$ cat config.mk
export PLATFORM = sky130hd
export DESIGN_NAME = bcu_unit
export DESIGN_NICKNAME = d
export VERILOG_FILES = /design/src/logic/bcu_pkg.sv /design/src/logic/bcu_unit.sv
export SDC_FILE = /design/constraint.sdc
export NUM_CORES = 1
export LEC_CHECK = 0
export BUFFER_PORTS_ARGS = -buffer_cell sky130_fd_sc_hd__buf_2
export CAP_MARGIN = 20
export CORE_MARGIN = 2
export CORE_UTILIZATION = 57
export CTS_CLUSTER_DIAMETER = 30
export DETAILED_ROUTE_END_ITERATION = 16
export PLACE_DENSITY = 0.82
export SLEW_MARGIN = 10
export SYNTH_ARGS = -nofsm -noshare
export SYNTH_HDL_FRONTEND = slang
export SYNTH_SLANG_ARGS = --single-unit
$ cat constraint.sdc
create_clock -name sys_clk -period 6.5 [get_ports sys_clk]
set_input_delay 0.975 -clock sys_clk [delete_from_list [all_inputs] [get_ports sys_clk]]
set_output_delay 0.975 -clock sys_clk [all_outputs]
set_load 0.1 [all_outputs]
$ cat src/logic/bcu_pkg.sv
`default_nettype none
package bcu_pkg;

  // ----------------------------------------------------------------
  // Register byte addresses
  // ----------------------------------------------------------------
  localparam logic [7:0] BCU_CTRL_OFS       = 8'h00;
  localparam logic [7:0] BCU_SRC_LO_OFS     = 8'h04;
  localparam logic [7:0] BCU_SRC_HI_OFS     = 8'h08;
  localparam logic [7:0] BCU_ADDEND_OFS     = 8'h0c;
  localparam logic [7:0] BCU_COLUMN_OFS     = 8'h10;
  localparam logic [7:0] BCU_DEST_BASE_OFS  = 8'h14;
  localparam logic [7:0] BCU_AREA_LIMIT_OFS = 8'h18;
  localparam logic [7:0] BCU_IND_CTRL_OFS   = 8'h1c;
  localparam logic [7:0] BCU_IND_PTR_OFS    = 8'h20;
  localparam logic [7:0] BCU_FLAGS_OFS      = 8'h24;
  localparam logic [7:0] BCU_RES_LO_OFS     = 8'h28;
  localparam logic [7:0] BCU_RES_HI_OFS     = 8'h2c;
  localparam logic [1:0] BCU_COL_WIN        = 2'h1;  // Addr[7:6] of set window 0x40..0x7c

  // ----------------------------------------------------------------
  // Field positions
  // ----------------------------------------------------------------
  localparam int BCU_CTRL_DIFF_BIT = 3;
  localparam int BCU_CTRL_COND_BIT = 4;
  localparam int BCU_FLAG_CY_BIT   = 0;
  localparam int BCU_FLAG_ZF_BIT   = 1;
  localparam int BCU_FLAG_UF_BIT   = 2;
  localparam int BCU_FLAG_ER_BIT   = 3;
  localparam int BCU_IND_EN_BIT    = 0;
  localparam int BCU_IND_MISS_BIT  = 1;

  // ----------------------------------------------------------------
  // Values and reset contents
  // ----------------------------------------------------------------
  localparam logic [15:0] BCU_ZERO16     = 16'h0000;
  localparam logic [31:0] BCU_ZERO32     = 32'h0000_0000;
  localparam logic [15:0] BCU_MIN_NEG16  = 16'h8000;
  localparam logic [31:0] BCU_MIN_NEG32  = 32'h8000_0000;
  localparam logic [15:0] BCU_MAX_COLUMN = 16'h0015;
  localparam logic [16:0] BCU_SET_SPAN   = 17'h0000f;
  localparam logic [15:0] BCU_LIMIT_RST  = 16'hffff;
  localparam logic [4:0]  BCU_DIGIT_MAX  = 5'h09;
  localparam logic [4:0]  BCU_DIGIT_BASE = 5'h0a;
  localparam logic [3:0]  BCU_TENS_STEP  = 4'ha;

  typedef enum logic [2:0] {
    BCU_OP_NONE,
    BCU_OP_SCATTER,
    BCU_OP_NEG1,
    BCU_OP_NEG2,
    BCU_OP_SETC,
    BCU_OP_CLRC,
    BCU_OP_BCDADD
  } bcu_op_t;

endpackage
`default_nettype wire

$ cat src/logic/bcu_unit.sv
// Summary of operation
// - Scatter with execution condition low changes no destination word or flag.
// - Scatter writes source bit i into column C of destination word D+i.
// - Column not BCD or above 15 sets error and skips the scatter.
// - Destination D through D+15 outside one data area sets error.
// - After scatter, zero flag shows whether the source word is zero.
// - Single negate writes 0000 minus source to the result word.
// - Single negate: zero flag on only for a zero result.
// - Single negate: underflow on only for source 8000, result stays 8000.
// - Double negate: S+1 high, S low; result high in R+1, low in R.
// - Double negate: zero flag on only when the full 32-bit result is zero.
// - Double negate: underflow on only for 8000 0000, passed through unchanged.
// - Missing, non-BCD or out-of-area indirect pointer sets the error flag, except on set-carry and clear-carry.
// - Set-carry forces carry on when its condition is true, else nothing.
// - Clear-carry forces carry off when its condition is true, else nothing.
// - BCD add sums augend, addend, carry; keeps four digits, carry above 9999.
// - BCD add with a non-BCD digit in either operand sets error.
// - After BCD add, zero flag shows whether the stored result is zero.
//
// Local design decisions: the register offsets and register access over Wishbone.
`timescale 1ns/1ns
`default_nettype none
module bcu_unit (
  input  wire logic        sys_clk,
  input  wire logic        rstn,
  input  wire logic        wb_cyc_i,
  input  wire logic        wb_stb_i,
  input  wire logic        wb_we_i,
  input  wire logic [7:0]  wb_adr_i,
  input  wire logic [3:0]  wb_sel_i,
  input  wire logic [31:0] wb_dat_i,
  output logic      [31:0] wb_dat_o,
  output logic             wb_ack_o,
  output logic             carry_flag,
  output logic             zero_flag,
  output logic             underflow_flag,
  output logic             error_flag
);

  // ----------------------------------------------------------------
  // State
  // ----------------------------------------------------------------
  typedef struct packed {
    logic                ack;
    logic [31:0]         rdat;
    bcu_pkg::bcu_op_t    op;
    logic                diff;
    logic                cond;
    logic                prev_cond;
    logic [15:0]         src_lo;
    logic [15:0]         src_hi;
    logic [15:0]         addend;
    logic [15:0]         column;
    logic [15:0]         dest_base;
    logic [15:0]         area_limit;
    logic [1:0]          ind_ctrl;
    logic [15:0]         ind_ptr;
    logic                cy;
    logic                zf;
    logic                uf;
    logic                er;
    logic [15:0]         res_lo;
    logic [15:0]         res_hi;
    logic [15:0][15:0]   col;
  } bcu_state_t;

  bcu_state_t s;
  bcu_state_t next_s;

  // ----------------------------------------------------------------
  // Helpers
  // ----------------------------------------------------------------
  // True when all four nibbles are decimal digits
  function automatic logic bcu_bcd_ok(input logic [15:0] v);
    logic ok;
    ok = 1'b1;
    for (int d = 0; d < 4; d++) begin
      if ({1'b0, v[4*d +: 4]} > bcu_pkg::BCU_DIGIT_MAX) begin
        ok = 1'b0;
      end
    end
    return ok;
  endfunction

  // Four-digit BCD add with carry in; returns {carry, digits}
  function automatic logic [16:0] bcu_bcd_add(input logic [15:0] a,
                                               input logic [15:0] b,
                                               input logic        ci);
    logic [4:0]  dsum;
    logic        c;
    logic [15:0] r;
    c = ci;
    r = bcu_pkg::BCU_ZERO16;
    for (int d = 0; d < 4; d++) begin
      dsum = {1'b0, a[4*d +: 4]} + {1'b0, b[4*d +: 4]} + {4'h0, c};
      c    = (dsum > bcu_pkg::BCU_DIGIT_MAX);
      if (c) begin
        dsum = dsum - bcu_pkg::BCU_DIGIT_BASE;
      end
      r[4*d +: 4] = dsum[3:0];
    end
    return {c, r};
  endfunction

  // Byte-lane merge for the 16-bit registers
  function automatic logic [15:0] bcu_merge(input logic [15:0] old,
                                            input logic [31:0] dat,
                                            input logic [3:0]  sel);
    logic [15:0] r;
    r = old;
    if (sel[0]) begin
      r[7:0] = dat[7:0];
    end
    if (sel[1]) begin
      r[15:8] = dat[15:8];
    end
    return r;
  endfunction

  // Two-digit BCD column (already checked to be 00..15) to bit index
  function automatic logic [3:0] bcu_col_idx(input logic [15:0] c);
    return c[4] ? bcu_pkg::BCU_TENS_STEP + c[3:0] : c[3:0];
  endfunction

  // ----------------------------------------------------------------
  // Decode and operand checks
  // ----------------------------------------------------------------
  // Declared ahead of its first use in the negate datapath
  localparam logic [15:0] BCU_Z16 = bcu_pkg::BCU_ZERO16;

  logic             req;
  logic             wr;
  logic [7:0]       wadr;
  logic             wr_ctrl;
  bcu_pkg::bcu_op_t new_op;
  logic             new_cond;
  logic             new_diff;
  logic             run;
  logic             ind_err;
  logic             col_err;
  logic             area_err;
  logic             add_err;
  logic [3:0]       cidx;
  logic [15:0]      neg16;
  logic [31:0]      neg32;
  logic [16:0]      bsum;

  // Writes land on the edge where the master samples ack
  assign req      = wb_cyc_i & wb_stb_i;
  assign wr       = req & wb_we_i & s.ack;
  assign wadr     = {wb_adr_i[7:2], 2'b00};
  assign wr_ctrl  = wr & (wadr == bcu_pkg::BCU_CTRL_OFS) & wb_sel_i[0];
  assign new_op   = bcu_pkg::bcu_op_t'(wb_dat_i[2:0]);
  assign new_cond = wb_dat_i[bcu_pkg::BCU_CTRL_COND_BIT];
  assign new_diff = wb_dat_i[bcu_pkg::BCU_CTRL_DIFF_BIT];
  // Plain form runs every scan with the condition high; edge form only on a rising condition
  assign run      = new_cond & (~new_diff | ~s.prev_cond);

  // Pointer is compared in BCD against the area's last word
  assign ind_err  = s.ind_ctrl[bcu_pkg::BCU_IND_EN_BIT]
                  & (s.ind_ctrl[bcu_pkg::BCU_IND_MISS_BIT]
                     | ~bcu_bcd_ok(s.ind_ptr)
                     | (s.ind_ptr > s.area_limit));
  assign col_err  = ~bcu_bcd_ok(s.column) | (s.column > bcu_pkg::BCU_MAX_COLUMN);
  assign area_err = ({1'b0, s.dest_base} + bcu_pkg::BCU_SET_SPAN)
                  > {1'b0, s.area_limit};
  assign add_err  = ~bcu_bcd_ok(s.src_lo) | ~bcu_bcd_ok(s.addend);
  assign cidx     = bcu_col_idx(s.column);
  assign neg16    = BCU_Z16 - s.src_lo;
  assign neg32    = bcu_pkg::BCU_ZERO32 - {s.src_hi, s.src_lo};
  assign bsum     = bcu_bcd_add(s.src_lo, s.addend, s.cy);

  // ----------------------------------------------------------------
  // Next state: bus slave, register writes, instruction execution
  // ----------------------------------------------------------------
  always_comb begin
    next_s     = s;
    // Single-wait answer; ack drops the cycle after it was given
    next_s.ack = req & ~s.ack;
    if (req & ~s.ack & ~wb_we_i) begin
      case (wadr)
        bcu_pkg::BCU_CTRL_OFS:       next_s.rdat = {27'h0, s.cond, s.diff, s.op};
        bcu_pkg::BCU_SRC_LO_OFS:     next_s.rdat = {16'h0, s.src_lo};
        bcu_pkg::BCU_SRC_HI_OFS:     next_s.rdat = {16'h0, s.src_hi};
        bcu_pkg::BCU_ADDEND_OFS:     next_s.rdat = {16'h0, s.addend};
        bcu_pkg::BCU_COLUMN_OFS:     next_s.rdat = {16'h0, s.column};
        bcu_pkg::BCU_DEST_BASE_OFS:  next_s.rdat = {16'h0, s.dest_base};
        bcu_pkg::BCU_AREA_LIMIT_OFS: next_s.rdat = {16'h0, s.area_limit};
        bcu_pkg::BCU_IND_CTRL_OFS:   next_s.rdat = {30'h0, s.ind_ctrl};
        bcu_pkg::BCU_IND_PTR_OFS:    next_s.rdat = {16'h0, s.ind_ptr};
        bcu_pkg::BCU_FLAGS_OFS:      next_s.rdat = {28'h0, s.er, s.uf, s.zf, s.cy};
        bcu_pkg::BCU_RES_LO_OFS:     next_s.rdat = {16'h0, s.res_lo};
        bcu_pkg::BCU_RES_HI_OFS:     next_s.rdat = {16'h0, s.res_hi};
        default: begin
          // Destination set window; anything else reads zero
          if (wadr[7:6] == bcu_pkg::BCU_COL_WIN) begin
            next_s.rdat = {16'h0, s.col[wadr[5:2]]};
          end else begin
            next_s.rdat = 32'h0;
          end
        end
      endcase
    end
    if (wr) begin
      case (wadr)
        bcu_pkg::BCU_SRC_LO_OFS:     next_s.src_lo = bcu_merge(s.src_lo, wb_dat_i, wb_sel_i);
        bcu_pkg::BCU_SRC_HI_OFS:     next_s.src_hi = bcu_merge(s.src_hi, wb_dat_i, wb_sel_i);
        bcu_pkg::BCU_ADDEND_OFS:     next_s.addend = bcu_merge(s.addend, wb_dat_i, wb_sel_i);
        bcu_pkg::BCU_COLUMN_OFS:     next_s.column = bcu_merge(s.column, wb_dat_i, wb_sel_i);
        bcu_pkg::BCU_DEST_BASE_OFS:
          next_s.dest_base = bcu_merge(s.dest_base, wb_dat_i, wb_sel_i);
        bcu_pkg::BCU_AREA_LIMIT_OFS:
          next_s.area_limit = bcu_merge(s.area_limit, wb_dat_i, wb_sel_i);
        bcu_pkg::BCU_IND_CTRL_OFS: begin
          if (wb_sel_i[0]) begin
            next_s.ind_ctrl = wb_dat_i[1:0];
          end
        end
        bcu_pkg::BCU_IND_PTR_OFS:    next_s.ind_ptr = bcu_merge(s.ind_ptr, wb_dat_i, wb_sel_i);
        // Software may preload carry ahead of a BCD add
        bcu_pkg::BCU_FLAGS_OFS: begin
          if (wb_sel_i[0]) begin
            next_s.cy = wb_dat_i[bcu_pkg::BCU_FLAG_CY_BIT];
          end
        end
        default: begin
          if (wadr[7:6] == bcu_pkg::BCU_COL_WIN) begin
            next_s.col[wadr[5:2]] = bcu_merge(s.col[wadr[5:2]], wb_dat_i, wb_sel_i);
          end
        end
      endcase
    end
    // Each control write is one scan of the selected instruction
    if (wr_ctrl) begin
      next_s.op        = new_op;
      next_s.diff      = new_diff;
      next_s.cond      = new_cond;
      next_s.prev_cond = new_cond;
      if (run) begin
        case (new_op)
          bcu_pkg::BCU_OP_SCATTER: begin
            if (ind_err | col_err | area_err) begin
              next_s.er = 1'b1;
            end else begin
              for (int i = 0; i < 16; i++) begin
                next_s.col[i][cidx] = s.src_lo[i];
              end
              next_s.zf = (s.src_lo == BCU_Z16);
              next_s.er = 1'b0;
            end
          end
          bcu_pkg::BCU_OP_NEG1: begin
            if (ind_err) begin
              next_s.er = 1'b1;
            end else begin
              next_s.res_lo = neg16;
              next_s.zf     = (neg16 == BCU_Z16);
              next_s.uf     = (s.src_lo == bcu_pkg::BCU_MIN_NEG16);
              next_s.er     = 1'b0;
            end
          end
          bcu_pkg::BCU_OP_NEG2: begin
            if (ind_err) begin
              next_s.er = 1'b1;
            end else begin
              next_s.res_lo = neg32[15:0];
              next_s.res_hi = neg32[31:16];
              next_s.zf     = (neg32 == bcu_pkg::BCU_ZERO32);
              next_s.uf     = ({s.src_hi, s.src_lo} == bcu_pkg::BCU_MIN_NEG32);
              next_s.er     = 1'b0;
            end
          end
          bcu_pkg::BCU_OP_SETC:    next_s.cy = 1'b1;
          bcu_pkg::BCU_OP_CLRC:    next_s.cy = 1'b0;
          bcu_pkg::BCU_OP_BCDADD: begin
            if (ind_err | add_err) begin
              next_s.er = 1'b1;
            end else begin
              next_s.res_lo = bsum[15:0];
              next_s.cy     = bsum[16];
              next_s.zf     = (bsum[15:0] == BCU_Z16);
              next_s.er     = 1'b0;
            end
          end
          default: next_s.op = new_op;
        endcase
      end
    end
  end

  // ----------------------------------------------------------------
  // State register
  // ----------------------------------------------------------------
  always_ff @(posedge sys_clk) begin
    if (!rstn) begin
      s            <= '0;
      s.area_limit <= bcu_pkg::BCU_LIMIT_RST;
    end else begin
      s <= next_s;
    end
  end

  assign wb_ack_o       = s.ack;
  assign wb_dat_o       = s.rdat;
  assign carry_flag     = s.cy;
  assign zero_flag      = s.zf;
  assign underflow_flag = s.uf;
  assign error_flag     = s.er;

  logic fire_scat;
  logic fire_neg1;
  logic fire_neg2;
  logic fire_add;
  assign fire_scat = wr_ctrl & run & (new_op == bcu_pkg::BCU_OP_SCATTER);
  assign fire_neg1 = wr_ctrl & run & (new_op == bcu_pkg::BCU_OP_NEG1) & ~ind_err;
  assign fire_neg2 = wr_ctrl & run & (new_op == bcu_pkg::BCU_OP_NEG2) & ~ind_err;
  assign fire_add  = wr_ctrl & run & (new_op == bcu_pkg::BCU_OP_BCDADD);
endmodule
`default_nettype wire

==> key figures <==
Worst setup path
  – CP Capture Type: flop
  – Worst-case reg-to-reg path depth: 28
  – Max Fanout on Critical Path: 4
  – Max stage delay on crit path: 0.57 ns
  – Crit Path Class: reg -> reg
  – Critical path launch point: s[358]
  – Critical R2R Launch: s[358]
  – Slowest-stage cell, CP: fa_2
  – Req. time, crit path: 6.99 ns
  – Worst setup path end: zero_flag
  – Startpoint Class: flop
  – Critical Path Most Common Cell: fa_2
  – R2R setup slack: -0.19 ns
  – Arrival time worst endpoint: between 7 and 8 ns
  – R2R Path End: zero_flag

Logic synthesis
  – Syn Area/Cell: 7.87 um2
  – Sequential share of the synthesized area: 34.7%
  – Adder-Cell Fraction of Synth Area: roughly 3.4%
  – Largest family of logic cells by synthesized area: compound AO/OA/AOI/OAI gates
  – Post-Syn Area: 24700 um2
  – Synth Area in XOR/XNOR: 1.84%
  – Mux share of post-synthesis cell area: 8.72%
  – Syn Inst Count: about 3100
  – Unique cell type count in the Yosys netlist: 75
  – Synth Area in Simple Gates: 22.2%
  – YS warnings: 0
  – Number of synthesized flops with an enable pin: 0
  – #FFs+latches synth: 428
  – Compound-Gate Fraction of Synth Area: 22.4%
  – Prevailing post-synth register cell: dfxtp_1
  – Ys async rst share: 0%

Drt
  – Total wire length: a little over 90000 um
  – Drt initial violations: 3678
  – Drt first pass iters: 7
  – Post-DRT Antenna Nets: 0
  – Vias after detailed routing: between 20000 and 30000
  – DR WL/cell: 24.2 um
  – Vias per cell: between 6 and 7
  – DR DRC count: 0

Layout
  – Nets: 3191
  – Share of layout cells above drive strength 1: 15.6%
  – Fin cells: 3743
  – Synth-to-Final Area Change: 15.6%

Global routing
  – GRT Total Usage: around two fifths
  – GR Overflow Total: 0
  – First-pass GRT wire length: 139000 um
  – Initial antenna violation count: 2
  – Number of global-route vias before repair: 24927
  – Largest net degree at the start of global routing: 198

Place
  – GPL Wtd Cong: approximately 1
  – Number of I/O port buffers: 49
  – Final HPWL DP: between 50000 and 60000 um
  – Dpl cells: between 3000 and 4000

STA
  – Worst slew margin: between 20% and 30%
  – Fin. Hold Viols: 0
  – Post-route clock skew: 0.0340 ns
  – Fmax: 150 MHz
  – Final-report max-slew violation count: 0
  – Tcrit/Tclk final: 103%
  – Setup WS post-layout: -0.187 ns
  – Minimum clock period after layout: approximately 6.7 ns
  – Unrepaired setup endpoints after global routing: true
  – Slew @ Worst Pin: 1.14 ns
  – Setup TNS: -0.187 ns
  – Final Setup Violations: 1

CTS
  – CTS Buffer Depth: 3
  – Clk slew on worst S/H paths: 0.04 ns
  – CTS tree: done
  – Worst-Skew Late Latency: between 0.6 and 0.7 ns
  – Root buffer cell: clkbuf_16
  – Htree depth: 3
  – Hold-fix buffer count after cts: 0
  – Clk sinks: between 400 and 500
  – CTS buffer count: 91

Floorplan
  – Vert. Die Dim: 212 um
  – Placement Rows: 76
  – Core box area: between 40000 and 50000 um2
  – Width of the die: 212 um
  – Initial Utilization: 57.5%
  – Die ar.: ~45000 um2
  – Io pins: 86

Hold path
  – Worst hold path type: reg -> reg

Pwr
  – P per Cell Area: ~270 nW/um2
  – Final Power: 7.82 mW
  – VDD IR max: 0.299 mV
  – Leakage: 9.69 nW

Outcome
  – Outcome: complete, but fails checks
  – Violated checks: setup timing

Run
  – Maxcap violations: 0
[cell usage after synthesis, types with 8 or more instances]
cell type | n | area share [%]
o21ai_0 | 132 | 2.7
nor2b_1 | 10 | 0.25
a31oi_1 | 17 | 0.43
nor4_1 | 15 | 0.38
nand3_2 | 10 | 0.40
xor2_1 | 15 | 0.53
or4_1 | 9 | 0.27
dfxtp_1 | 428 | 35
ha_1 | 54 | 2.7
o211ai_1 | 211 | 6.4
a41oi_1 | 17 | 0.60
buf_2 | 47 | 0.95
nand2b_1 | 19 | 0.48
mux4_2 | 80 | 7.3
buf_1 | 13 | 0.20
fa_1 | 8 | 0.65
nand2_1 | 817 | 12
nor4_4 | 16 | 1.4
a21oi_1 | 401 | 8.1
a22o_1 | 29 | 1.0
buf_4 | 33 | 1.0
buf_6 | 10 | 0.46
inv_1 | 50 | 0.76
nand4_1 | 13 | 0.33
nand3_1 | 130 | 2.6
nor3_1 | 22 | 0.45
mux2i_1 | 32 | 1.3
and2_1 | 18 | 0.46
xnor2_1 | 37 | 1.3
a21o_1 | 9 | 0.27
a221oi_1 | 35 | 1.2
or3_1 | 9 | 0.23
clkbuf_1 | 224 | 3.4
nor2_1 | 83 | 1.3
[through the flow]
step,util (%),hold WS [ns],cell area (um2),setup WS [ns]
2_1_floorplan,-,0.436,24800,-0.0783
6_report,66.5,0.471,28600,-0.187
3_5_place_dp,58.5,0.462,25100,-0.163
3_3_place_gp,58.4,0.448,25100,0.00477
4_1_cts,66.1,0.468,28400,-0.118
5_1_grt,66.5,0.496,28600,-0.366
[final cells by class]
cell class	count	area [um2]
repair buffers	156	1090
clock buffers	114	2510
multi-input cells	2352	14700
well taps	585	732
flip-flops and latches	428	8570
inverters	51	199
clock inverters	55	729
fillers	3404	14400
diodes	2	5.00
[flip-flops by register name, summed over array words and instances, names as in the netlist]
name            cells
error_flag          1
carry_flag          1
s                 407
zero_flag           1
wb_ack_o            1
wb_dat_o           16
underflow_flag      1
[what timing repair did]
action	in CTS	in global routing
pin swaps	4	10
endpoints found under the hold margin	0	0
resized for setup	1	21
endpoints found under the setup margin	3	5
setup buffers	0	6
[how the worst min path moves through the flow]
stage	start	to	slack, ns	cells after the start
after floorplan	s[409]	s[409]	0.44	2
after global placement	s[411]	s[411]	0.45	2
after detailed placement	s[411]	s[411]	0.46	2
after CTS	s[411]	s[411]	0.47	2
after global routing	s[409]	s[409]	0.50	2
final	s[409]	s[409]	0.47	2
[per-layer routing]
metal,GRT usage [%],share of wire (%)
met5,0,0
met4,28.9,7.9
met3,11.7,13
met2,60.3,43
met1,48.1,36
[layout by cell type (no fill, tap or decap), types with 35 or more instances in the layout]
master and count:
a21oi_1 399, inv_1 46, nor2_1 64, o211ai_1 211, clkbuf_16 92, a221oi_1 35, nand2_1 817, buf_2 48
o21ai_0 130, ha_1 53, mux4_2 80, dfxtp_1 426, buf_4 102, nand3_1 130, xnor2_1 35
[critical path: cells and delay by family (launching register included)]
family                     cells  cell delay (ns)
xor gates and xnor gates       2             0.26
adders and majority gates      8             3.05
AOI/OAI and AO/OA              7             1.34
DFF                            1             0.33
buffers and inverters          5             0.29
and+or+nand+nor                6             1.27
[report_power, final]
part,switching (mW),internal [mW]
combinational,0.260,0.0609
clock,1.62,3.24
sequential,0.00567,2.64
[cells by family (layout without fill, tap and decap cells)]
logic type / count (synthesis) / count (layout)
AND/OR/NAND/NOR: 1207 / 1207
AO/OA/AOI/OAI: 900 / 900
flip-flops: 428 / 428
buffers and inverters: 378 / 376
multiplexers: 115 / 115
adder cells (fa/ha/maj): 62 / 62
XOR/XNOR: 52 / 52
other: 1 / 18
Power figures use the tool's default switching activity.
